===== src/pkg/fcr_defines.vh =====
// Constants for the flash command host controller
`ifndef FCR_DEFINES_VH
`define FCR_DEFINES_VH
// Command codes
`define FCR_CMD_PROG_ALT 8'h10
`define FCR_CMD_ERASE_SETUP 8'h20
`define FCR_CMD_PROG_SETUP 8'h40
`define FCR_CMD_CLR_STATUS 8'h50
`define FCR_CMD_READ_STATUS 8'h70
`define FCR_CMD_IDENT 8'h90
`define FCR_CMD_SUSPEND 8'hb0
`define FCR_CMD_CONFIRM 8'hd0
`define FCR_CMD_READ_ARRAY 8'hff
// User operation codes
`define FCR_OP_READ 3'h0
`define FCR_OP_READ_ARRAY 3'h1
`define FCR_OP_IDENT 3'h2
`define FCR_OP_STATUS 3'h3
`define FCR_OP_CLR_STATUS 3'h4
`define FCR_OP_PROGRAM 3'h5
`define FCR_OP_ERASE 3'h6
`define FCR_OP_SUSPEND 3'h7
// Status bit positions
`define FCR_SR_READY 7
`define FCR_SR_ERASE_ERR 5
`define FCR_SR_PROG_ERR 4
// Read modes the device is believed to be in
`define FCR_MODE_ARRAY 2'h0
`define FCR_MODE_IDENT 2'h1
`define FCR_MODE_STATUS 2'h2
// Bus cycle timing in ns and derived clock counts at 250 MHz (4 ns)
`define FCR_CLK_NS 4
`define FCR_T_ACCESS_NS 80
`define FCR_T_WRITE_NS 40
`define FCR_T_RECOVER_NS 20
`define FCR_ACC_CYC ((`FCR_T_ACCESS_NS + `FCR_CLK_NS - 1) / `FCR_CLK_NS)
`define FCR_WR_CYC ((`FCR_T_WRITE_NS + `FCR_CLK_NS - 1) / `FCR_CLK_NS)
`define FCR_REC_CYC ((`FCR_T_RECOVER_NS + `FCR_CLK_NS - 1) / `FCR_CLK_NS)
`define FCR_WAIT_W 6
`endif


===== src/hw/fcr_bus_cycle.v =====
// One asynchronous bus cycle (read or write) on the flash pins
`timescale 1ns/10ps
`include "fcr_defines.vh"
module fcr_bus_cycle (
	input wire clk,
	input wire rst,
	input wire start,
	input wire wr,
	input wire [18:0] addr,
	input wire [15:0] wdata,
	input wire [15:0] dq_i,
	output wire done,
	output reg [15:0] rdata_q,
	output reg [18:0] addr_q,
	output reg [15:0] dq_o_q,
	output reg dq_oe_q,
	output reg ce_n_q,
	output reg oe_n_q,
	output reg we_n_q
);
	localparam S_IDLE = 2'd0;
	localparam S_ACT = 2'd1;
	localparam S_REC = 2'd2;
	localparam S_DONE = 2'd3;
	// Load values cut to the counter width on purpose; every figure fits in it
	localparam [31:0] WR_CNT = `FCR_WR_CYC;
	localparam [31:0] RD_CNT = `FCR_ACC_CYC + 2;
	localparam [31:0] REC_CNT = `FCR_REC_CYC;
	reg [1:0] st_q;
	reg [`FCR_WAIT_W-1:0] cnt_q;
	reg wr_q;
	reg [15:0] dq_s1_q;
	reg [15:0] dq_s2_q;

	// Data pins come from outside the clock domain
	always @(posedge clk or posedge rst) begin
		if (rst) begin
			dq_s1_q <= 16'h0000;
			dq_s2_q <= 16'h0000;
		end else begin
			dq_s1_q <= dq_i;
			dq_s2_q <= dq_s1_q;
		end
	end

	assign done = (st_q == S_DONE);

	// Strobe sequencer; we_n is only low with oe_n high, so no bus fight
	always @(posedge clk or posedge rst) begin
		if (rst) begin
			st_q <= S_IDLE;
			cnt_q <= {`FCR_WAIT_W{1'b0}};
			wr_q <= 1'b0;
			rdata_q <= 16'h0000;
			addr_q <= 19'h00000;
			dq_o_q <= 16'h0000;
			dq_oe_q <= 1'b0;
			ce_n_q <= 1'b1;
			oe_n_q <= 1'b1;
			we_n_q <= 1'b1;
		end else begin
			case (st_q)
			S_IDLE: begin
				if (start) begin
					st_q <= S_ACT;
					wr_q <= wr;
					addr_q <= addr;
					dq_o_q <= wdata;
					dq_oe_q <= wr;
					ce_n_q <= 1'b0;
					oe_n_q <= wr;
					we_n_q <= ~wr;
					cnt_q <= wr ? WR_CNT[`FCR_WAIT_W-1:0] : RD_CNT[`FCR_WAIT_W-1:0];
				end
			end
			S_ACT: begin
				if (cnt_q == {`FCR_WAIT_W{1'b0}}) begin
					// Two extra cycles cover the synchroniser delay on reads
					if (!wr_q)
						rdata_q <= dq_s2_q;
					ce_n_q <= 1'b1;
					oe_n_q <= 1'b1;
					we_n_q <= 1'b1;
					st_q <= S_REC;
					cnt_q <= REC_CNT[`FCR_WAIT_W-1:0];
				end else begin
					cnt_q <= cnt_q - 1'b1;
				end
			end
			S_REC: begin
				dq_oe_q <= 1'b0;
				if (cnt_q == {`FCR_WAIT_W{1'b0}})
					st_q <= S_DONE;
				else
					cnt_q <= cnt_q - 1'b1;
			end
			default: st_q <= S_IDLE;
			endcase
		end
	end
endmodule


===== src/hw/fcr_host.v =====
// Host controller that issues command sequences to the boot flash
`timescale 1ns/10ps
`include "fcr_defines.vh"
// Contract
// After reset release the flash reads array with no command.
// Array read: write strobe high, chip and output enable low, address given.
// Outside array mode, write read-array code before expecting array data.
// Data pins driven only during writes; released when output enable falls.
// Identifier command: address bit zero selects maker or part code.
// Identifier mode decodes only address bit zero.
// Byte mode returns only the low identifier byte.
// Write read-array to leave identifier mode.
// Command bytes 10,20,40,50,70,90,b0,d0,ff as listed.
// Never write reserved or unassigned codes, including 00.
// While busy only status reads, plus suspend during erase.
// Machine-status bit set at completion re-enables all commands.
// Decoder keeps its command state until a new command.
// Read after a started two-write sequence returns status.
// Read-array after erase setup cancels the setup.
// After program setup write read-array twice to return to array.
// After read-status every read returns status regardless of address.
// Completion of program or erase switches to status reads.
// Error bits accumulate until the clear-status command.
// Program setup, either code, arms the next write as address and data.
// Second write latches and starts programming; reads give status.
// Erase: setup then confirm, both carrying a block address.
// Non-confirm after erase setup sets both error bits, status mode.
// Status on low byte; upper byte zero in word mode.
module fcr_host (
	input wire clk,
	input wire rst,
	input wire req_valid,
	output wire req_ready,
	input wire [2:0] req_op,
	input wire [18:0] req_addr,
	input wire [15:0] req_data,
	input wire byte_mode,
	output reg resp_valid_q,
	output reg [15:0] resp_data_q,
	output reg [1:0] read_mode_q,
	output reg busy_q,
	output reg [18:0] flash_addr,
	output reg [15:0] flash_dq_o,
	output reg flash_dq_oe,
	input wire [15:0] flash_dq_i,
	output reg ce_n,
	output reg oe_n,
	output reg we_n,
	output reg byte_n,
	output reg reset_powerdown_n
);
	localparam H_RESET = 3'd0;
	localparam H_IDLE = 3'd1;
	localparam H_CMD1 = 3'd2;
	localparam H_CMD2 = 3'd3;
	localparam H_READ = 3'd4;
	localparam H_POLL = 3'd5;

	reg [2:0] st_q;
	reg [2:0] op_q;
	reg [18:0] a_q;
	reg [15:0] d_q;
	reg bc_start;
	reg bc_wr;
	reg [18:0] bc_addr;
	reg [15:0] bc_wdata;
	wire bc_done;
	wire [15:0] bc_rdata;
	wire [18:0] pin_addr;
	wire [15:0] pin_dq_o;
	wire pin_dq_oe;
	wire pin_ce_n;
	wire pin_oe_n;
	wire pin_we_n;

	// First command byte of each operation; only defined codes are ever sent
	function [7:0] first_cmd;
		input [2:0] op;
		begin
			case (op)
			`FCR_OP_IDENT: first_cmd = `FCR_CMD_IDENT;
			`FCR_OP_STATUS: first_cmd = `FCR_CMD_READ_STATUS;
			`FCR_OP_CLR_STATUS: first_cmd = `FCR_CMD_CLR_STATUS;
			`FCR_OP_PROGRAM: first_cmd = `FCR_CMD_PROG_SETUP;
			`FCR_OP_ERASE: first_cmd = `FCR_CMD_ERASE_SETUP;
			`FCR_OP_SUSPEND: first_cmd = `FCR_CMD_SUSPEND;
			default: first_cmd = `FCR_CMD_READ_ARRAY;
			endcase
		end
	endfunction

	// Whether the device would accept this operation while its machine runs; suspend passes during program as well as erase
	function op_legal_busy;
		input [2:0] op;
		begin
			op_legal_busy = (op == `FCR_OP_STATUS) || (op == `FCR_OP_READ)
				|| (op == `FCR_OP_SUSPEND);
		end
	endfunction

	fcr_bus_cycle u_cycle (
		.clk(clk),
		.rst(rst),
		.start(bc_start),
		.wr(bc_wr),
		.addr(bc_addr),
		.wdata(bc_wdata),
		.dq_i(flash_dq_i),
		.done(bc_done),
		.rdata_q(bc_rdata),
		.addr_q(pin_addr),
		.dq_o_q(pin_dq_o),
		.dq_oe_q(pin_dq_oe),
		.ce_n_q(pin_ce_n),
		.oe_n_q(pin_oe_n),
		.we_n_q(pin_we_n)
	);

	// Pins come straight from the cycle engine's flops
	always @* begin
		flash_addr = pin_addr;
		flash_dq_o = pin_dq_o;
		flash_dq_oe = pin_dq_oe;
		ce_n = pin_ce_n;
		oe_n = pin_oe_n;
		we_n = pin_we_n;
	end

	// Busy operations that the device would ignore are held off here
	assign req_ready = (st_q == H_IDLE) && !(busy_q && !op_legal_busy(req_op));

	// Cycle engine request for the current state
	always @* begin
		bc_start = 1'b0;
		bc_wr = 1'b0;
		bc_addr = a_q;
		bc_wdata = {8'h00, first_cmd(op_q)};
		case (st_q)
		H_CMD1: bc_start = 1'b1;
		H_CMD2: begin
			bc_start = 1'b1;
			bc_wr = 1'b1;
			// Program data or erase confirm, same address as the setup write
			if (op_q == `FCR_OP_PROGRAM)
				bc_wdata = d_q;
			else if (op_q == `FCR_OP_ERASE)
				bc_wdata = {8'h00, `FCR_CMD_CONFIRM};
			else
				bc_wdata = {8'h00, `FCR_CMD_READ_ARRAY};
		end
		H_READ, H_POLL: bc_start = 1'b1;
		default: bc_start = 1'b0;
		endcase
		if (st_q == H_CMD1)
			bc_wr = 1'b1;
		if (st_q == H_READ && read_mode_q == `FCR_MODE_IDENT)
			bc_addr = {18'h00000, a_q[0]};
	end

	// Sequencer; bc_start is held, the engine takes it only when idle
	always @(posedge clk or posedge rst) begin
		if (rst) begin
			st_q <= H_RESET;
			op_q <= `FCR_OP_READ;
			a_q <= 19'h00000;
			d_q <= 16'h0000;
			resp_valid_q <= 1'b0;
			resp_data_q <= 16'h0000;
			read_mode_q <= `FCR_MODE_ARRAY;
			busy_q <= 1'b0;
			byte_n <= 1'b1;
			reset_powerdown_n <= 1'b0;
		end else begin
			resp_valid_q <= 1'b0;
			case (st_q)
			H_RESET: begin
				reset_powerdown_n <= 1'b1;
				read_mode_q <= `FCR_MODE_ARRAY;
				st_q <= H_IDLE;
			end
			H_IDLE: begin
				byte_n <= ~byte_mode;
				if (req_valid && req_ready) begin
					op_q <= req_op;
					a_q <= req_addr;
					d_q <= req_data;
					// Plain reads skip the command write
					st_q <= (req_op == `FCR_OP_READ) ? H_READ : H_CMD1;
				end
			end
			H_CMD1: if (bc_done) begin
				case (op_q)
				`FCR_OP_READ_ARRAY: begin
					read_mode_q <= `FCR_MODE_ARRAY;
					resp_valid_q <= 1'b1;
					st_q <= H_IDLE;
				end
				`FCR_OP_IDENT: begin
					read_mode_q <= `FCR_MODE_IDENT;
					st_q <= H_READ;
				end
				`FCR_OP_STATUS: begin
					read_mode_q <= `FCR_MODE_STATUS;
					st_q <= H_READ;
				end
				`FCR_OP_PROGRAM, `FCR_OP_ERASE: begin
					read_mode_q <= `FCR_MODE_STATUS;
					st_q <= H_CMD2;
				end
				default: begin
					resp_valid_q <= 1'b1;
					st_q <= H_IDLE;
				end
				endcase
			end
			H_CMD2: if (bc_done) begin
				busy_q <= 1'b1;
				st_q <= H_POLL;
			end
			H_READ: if (bc_done) begin
				resp_valid_q <= 1'b1;
				st_q <= H_IDLE;
				if (read_mode_q == `FCR_MODE_STATUS)
					resp_data_q <= {8'h00, bc_rdata[7:0]};
				else if (read_mode_q == `FCR_MODE_IDENT && !byte_n)
					resp_data_q <= {8'h00, bc_rdata[7:0]};
				else
					resp_data_q <= byte_n ? bc_rdata : {8'h00, bc_rdata[7:0]};
			end
			H_POLL: if (bc_done) begin
				// Each poll is a fresh strobe so the status latch refreshes
				if (bc_rdata[`FCR_SR_READY]) begin
					busy_q <= 1'b0;
					read_mode_q <= `FCR_MODE_STATUS;
					resp_data_q <= {8'h00, bc_rdata[7:0]};
					resp_valid_q <= 1'b1;
					st_q <= H_IDLE;
				end
			end
			default: st_q <= H_IDLE;
			endcase
		end
	end
endmodule


===== config.mk =====
export PLATFORM = sky130hd
export DESIGN_NAME = fcr_host
export DESIGN_NICKNAME = d
export VERILOG_FILES = /design/src/hw/fcr_bus_cycle.v /design/src/hw/fcr_host.v
export VERILOG_INCLUDE_DIRS = /design/src /design/src/pkg
export SDC_FILE = /design/constraint.sdc
export NUM_CORES = 1
export LEC_CHECK = 0
export BUFFER_PORTS_ARGS = -buffer_cell sky130_fd_sc_hd__buf_2
export CAP_MARGIN = 10
export CORE_UTILIZATION = 55
export CTS_CLUSTER_DIAMETER = 50
export DETAILED_ROUTE_END_ITERATION = 12
export GPL_ROUTABILITY_DRIVEN = 1
export PLACE_DENSITY = 0.79
export SYNTH_ARGS = -nofsm -noshare
export SYNTH_HDL_FRONTEND = slang
export SYNTH_SLANG_ARGS = --single-unit
export TNS_END_PERCENT = 30

===== constraint.sdc =====
create_clock -name clk -period 6.01 [get_ports clk]
set_input_delay 0 -clock clk [delete_from_list [all_inputs] [get_ports clk]]
set_output_delay 0 -clock clk [all_outputs]
set_load 0.01 [all_outputs]

After elaboration in Yosys (flattened, before gate mapping)
Cells that the tools add are included.
{ "totals": {"ff_bits": 159, "in_bits": 58, "out_inout_bits": 62, "wordCells": 148} }
{ "op_classes": {"addsub": 1, "eq_ne": 30, "n_mux": 56, "bitwise": 3, "n_reduce_logical": 36} }
{ "op_table": {"columns": ["operator", "count"], "rows": [
  ["$mux 16", 8],
  ["$pmux 8 s6", 1],
  ["$pmux 16 s2", 1],
  ["$mux 6", 4],
  ["$eq 3x3->1 const B", 7],
  ["$mux 3", 7],
  ["$mux 19", 1],
  ["$pmux 2 s3", 3],
  ["$pmux 6 s3", 1],
  ["$eq 3x2->1 const B", 5],
  ["$mux 1", 15],
  ["$pmux 3 s5", 1],
  ["$mux 2", 6],
  ["$ne 2x2->1 const B", 6],
  ["$reduce_and 3->1", 4],
  ["$pmux 1 s2", 5],
  ["$ne 2x1->1 const B", 4],
  ["$reduce_and 4->1", 2],
  ["$reduce_bool 2->1", 4],
  ["$reduce_or 4->1", 2],
  ["$eq 2x2->1 const B", 3],
  ["$eq 3x1->1 const B", 2],
  ["$logic_not 3->1", 2],
  ["$logic_not 6->1", 1],
  ["other kinds (17)", 31]
]} }

Depth between registers and ports, before layout
{ "depth": {"depth_word": 10, "mapped_depth": 8, "depth_no_buf": 6} }

Cells and area by module
From an unflattened synthesis, not the netlist that was laid out.
{ "unflattened": {"cells_unflattened": 496, "hier_area_um2": 6600.1} }
{ "by_module_without_submodules": {"columns": ["mod", "n_inst", "cells_each", "area_each_um2", "seq_area_each_um2"], "rows": [
  ["fcr_bus_cycle", 1, 231, 3502.1, 2406.1],
  ["fcr_host", 1, 265, 3098.0, 1577.8]
]} }

Worst setup path before layout
No wires, ideal clock.
{ "synth_path": {"kind": "register -> register", "start": "register u_cycle.st_q[1]", "end": "register u_cycle.rdata_q[0]", "setup_ns": 0.125, "t_arrival_ns": 1.850, "required_ns": 5.885, "path_slack_ns": 4.035, "path_stages_with_launch": 7, "n_path_buf": 2, "synth_period_minus_slack_ns": 1.975, "cell_sequence": "dfrtp_1 > inv_1 > ha_1 > clkbuf_1 > nor3b_2 > buf_4 > mux2_2"} }
{ "synth_via": {"elab_chain_cells": 2} }
{ "synth_rtl": {"columns": ["item", "line", "rtl"], "rows": [
  ["start: declaration", "fcr_bus_cycle.v:29", "reg [1:0] st_q;"],
  ["start signal: assignment", "fcr_bus_cycle.v:51", "st_q <= S_IDLE;"],
  ["start signal: assignment", "fcr_bus_cycle.v:65", "st_q <= S_ACT;"],
  ["start signal: assignment", "fcr_bus_cycle.v:84", "st_q <= S_REC;"],
  ["$eq 2x1->1", "fcr_bus_cycle.v:62", "case (st_q)"],
  ["$reduce_and 3->1 (no line)", null, null],
  ["end signal: assignment", "fcr_bus_cycle.v:80", "rdata_q <= dq_s2_q;"],
  ["end: declaration", "fcr_bus_cycle.v:13", "output reg [15:0] rdata_q,"]
]} }
No other way between the ends.
A chain may end at the register's enable or synchronous reset.

Worst setup path in the final report
{ "layout_path": {"start": "register st_q[1]", "end": "register d_q[12]"} }
{ "layout_via": {"elab_chain_cells": 4} }
{ "layout_rtl": {"columns": ["item", "line", "rtl"], "rows": [
  ["start: declaration", "fcr_host.v:59", "reg [2:0] st_q;"],
  ["start signal: assignment", "fcr_host.v:188", "st_q <= (req_op == `FCR_OP_READ) ? H_READ : H_CMD1;"],
  ["$eq 3x1->1 (*)", "fcr_host.v:130, fcr_host.v:175", null],
  ["$logic_and 1x1->1", "fcr_host.v:130", "assign req_ready = (st_q == H_IDLE) && !(busy_q && !op_legal_busy(req_op));"],
  ["$logic_and 1x1->1", "fcr_host.v:183", "if (req_valid && req_ready) begin"],
  ["$reduce_and 2->1 (no line) (*)", null, null],
  ["end signal: assignment", "fcr_host.v:186", "d_q <= req_data;"],
  ["end: declaration", "fcr_host.v:62", "reg [15:0] d_q;"]
]} }
Every way passes the cells marked *; elsewhere a longest branch is shown, timed or not.

==> impl_metrics.py <==
metrics = {
    "timing": {
        "maxSlewHeadroom_pct": 25.6,
        "finalHoldViolations": 0,
        "post-route-min-period_ns": 2.78,
        "rsz0062_at_grt": "false",
        "layout_worst_path_cycle_share_pct": 46.2,
        "fmax_ghz": 0.360,
        "setup_viol": 0,
        "tightestPinTransition_ns": 1.11,
        "finalSetupTns_ns": 0,
        "whs_ns": 0.0989,
        "drv_slew": 0,
        "skew_ns": 0.00981,
    },
    "routing": {
        "wl_um": 13900,
        "drt_iter0_drc": 336,
        "wl_met1_um": 5580,
        "dr.max_layer_used": "met4",
        "wl_met2_um": 7130,
        "dr_wl_met3_um": 843,
        "vias_per_cell": 5.60,
        "first_pass_iters": 5,
        "routedWlPerCell_um": 17.2,
        "drc": 0,
        "antenna_left": 0,
        "vias": 4531,
    },
    "yosys": {
        "synth_commonest_cells": "dfrtp_1, mux2_2, nand2_1, o21ai_0, a22o_1",
        "ys_seq_area_share_pct": 63.7,
        "synth_edf_count": 0,
        "synth_area_leaders": "dfrtp_1, mux2_2, a22o_1, o21ai_0, nand2_1",
        "postSynthCellCount": 483,
        "synth.most_common_cell": "dfrtp_1",
        "synth_top_area_share_pct": 62.0,
        "dominantRegCellSynth": "dfrtp_1",
        "yosys_warnings": 0,
        "ys_async_sr_fraction_pct": 100,
        "syn_avg_cell_area_sq_um": 13.0,
        "ys_seq_elements": 159,
        "syn_area_sq_mm": 0.00626,
        "synthDistinctLibCells": 59,
        "syn_nets": 547,
        "synth_top_area_cell": "dfrtp_1",
    },
    "clock_network": {
        "cts_num_sinks": 159,
        "cts_setup_buffers": 0,
        "root_buffer": "clkbuf_16",
        "clock_path_buffers": 2,
        "clkLatencyLatePin_ns": 0.42,
        "htree_levels": 4,
        "post_cts_resized": 0,
        "numCtsBuffers": 17,
        "cts_tree": "yes",
        "clk_pin_slew_ns": 0.06,
    },
    "placement": {
        "placedCellCount": 721,
        "gp_congestion": 0.840,
        "dp_hpwl_um": 8510,
        "port_buffers": 119,
    },
    "floorplanning": {
        "dieArea_sq_mm": 0.0118,
        "pin_count": 120,
        "core_area_sq_mm": 0.0110,
        "fp.dieW_um": 109,
        "rows": 38,
        "die_h_um": 109,
        "start_util_pct": 57.0,
    },
    "power_and_ir_drop": {
        "powerDensity_mw_per_mm2": 526,
        "p_leak_nw": 3.89,
        "ir_worst_vdd_v": 0.000296,
    },
    "finish": {
        "num-nets-final": 720,
        "stdcell_count": 809,
        "final_layout_size_suffix_gt1_share_pct": 33.3,
        "n_fill_cell": 686,
        "n_antenna_cell": 0,
        "areaGrowthSynthToFinish_pct": 30.3,
    },
    "worst_setup_path": {
        "cp_cell_sequence": "inv_1, nand3_2, a311oi_4, buf_4, mux2_2",
        "crit_required_ns": 6.31,
        "arrival_ns": 3.07,
        "path_buf_inv": 2,
        "start_kind": "flop",
        "critical_path.max_stage_delay_ns": 0.93,
        "slowest_stage": "a311oi_4",
        "cp_max_fo": 22,
        "critPathTopFamily": "compound AO/OA/AOI/OAI gates",
        "critPathKind": "flop to flop",
        "cp-end-kind": "flop",
    },
    "grt": {
        "grt_pass1_wl_um": 22800,
        "antenna_found_initial": 0,
        "grtUsageTotal_pct": 25.6,
        "grt_overflow_total": 0,
        "grt_max_degree": 90,
        "first_global_vias": 4690,
    },
    "flow_run": {
        "maxCapViolCount": 0,
    },
    "min_path": {
        "min_path_type": "input pin to flop",
    },
    "run_status": {
        "outcome": "completed",
    },
}
[per-layer routing]
layer	track usage, %	up-vias
met2	42.5	166
li1	-	2073
met4	10.7	0
met1	31.1	2259
met3	8.01	33
met5	0	-
[final cells by class]
| class | count | area (sq um) | share of cell area, % |
|---|---|---|---|
| clock buffers | 20 | 467 | 5.73 |
| clock inverters | 12 | 180 | 2.21 |
| inverters | 16 | 65.1 | 0.798 |
| multi-input cells | 283 | 2090 | 25.7 |
| flip-flops and latches | 159 | 3980 | 48.9 |
| well taps | 140 | 175 | 2.15 |
| repair buffers | 179 | 1190 | 14.6 |
[path summary, 6_finish.rpt]
check / end / slack, ns / start / depth (start not counted)
min: st_q[1]$_DFFE_PP0P_ / 0.1 / req_valid / 5
max: d_q[12]$_DFFE_PP0P_ / 3.23 / st_q[1]$_DFFE_PP0P_ / 5
max in group asynchronous: u_cycle.addr_q[0]$_DFFE_PP0P_ / 4.36 / rst / 4
min in group asynchronous: u_cycle.dq_s2_q[4]$_DFF_PP0_ / 0.27 / rst / 3
min reg2reg: u_cycle.dq_s2_q[2]$_DFF_PP0_ / 0.35 / u_cycle.dq_s1_q[2]$_DFF_PP0_ / 0
max reg2reg: d_q[12]$_DFFE_PP0P_ / 3.23 / st_q[1]$_DFFE_PP0P_ / 5
[flip-flops by register name, summed over array words and instances (netlist names), 16 cells and up]
| register | count |
|---|---|
| a_q | 19 |
| u_cycle.addr_q | 19 |
| d_q | 16 |
| resp_data_q | 16 |
| u_cycle.dq_o_q | 16 |
| u_cycle.dq_s1_q | 16 |
| u_cycle.dq_s2_q | 16 |
| u_cycle.rdata_q | 16 |
[power breakdown]
| part | internal (mW) | total (mW) | switching [mW] | leakage (nW) |
|---|---|---|---|---|
| registers | 1.43 | 1.70 | 0.265 | 1.96 |
| clock network | 0.733 | 1.16 | 0.428 | 0.319 |
| logic | 0.659 | 1.43 | 0.769 | 1.61 |
[per-stage QoR]
stage	utilization [%]	setup WS (ns)	area (sq um)	power [mW]
after floorplan	-	1.73	6260	2.67
after global placement	63.2	3.38	6940	3.00
after detailed placement	63.2	3.31	6940	3.08
after CTS	74.2	3.27	8150	4.28
after global routing	74.2	3.09	8150	4.54
final	74.2	3.23	8150	4.29
[kinds of logic after synthesis]
family	share of synthesized area, %
AND/OR/NAND/NOR	7.62
buffers and inverters	3.04
multiplexers	11.7
XOR/XNOR	0.140
flip-flops	63.7
adder cells (fa/ha/maj)	1.20
AO/OA/AOI/OAI	12.7
[tightest hold or removal path, stage by stage]
cell and delay [ns]:
buf_2 0.09, inv_1 0.10, a31oi_1 0.07, nor2_1 0.11
o22ai_1 0.09
[cells in the final DEF (no fill, tap or decap), types with 2 or more instances in the layout]
cell type and instances:
a211oi_1 2, a21o_1 2, a21oi_1 20, a22o_1 27, a2bb2oi_1 3, a31oi_1 4
a32o_1 2, a32oi_1 2, and3_1 2, buf_2 119, buf_4 4, bufinv_16 4
clkbuf_16 17, clkbuf_8 3, clkinv_2 3, dfrtp_1 155, dfstp_2 4, dlygate4sd3_1 56
ha_1 6, inv_1 13, inv_6 3, mux2_1 9, mux2_2 54, mux2i_1 2
nand2_1 34, nand2b_1 6, nand3_1 6, nand4_1 2, nor2_1 23, nor2b_1 5
nor3_1 5, nor3b_1 2, o21ai_0 28, o22a_1 2, o22ai_1 7, o31a_1 2
o31ai_1 3
[timing repair]
item,CTS,global route
hold buffers,56,0
endpoints found under the setup margin,0,0
endpoints found under the hold margin,139,0
Power figures use the tool's default switching activity.
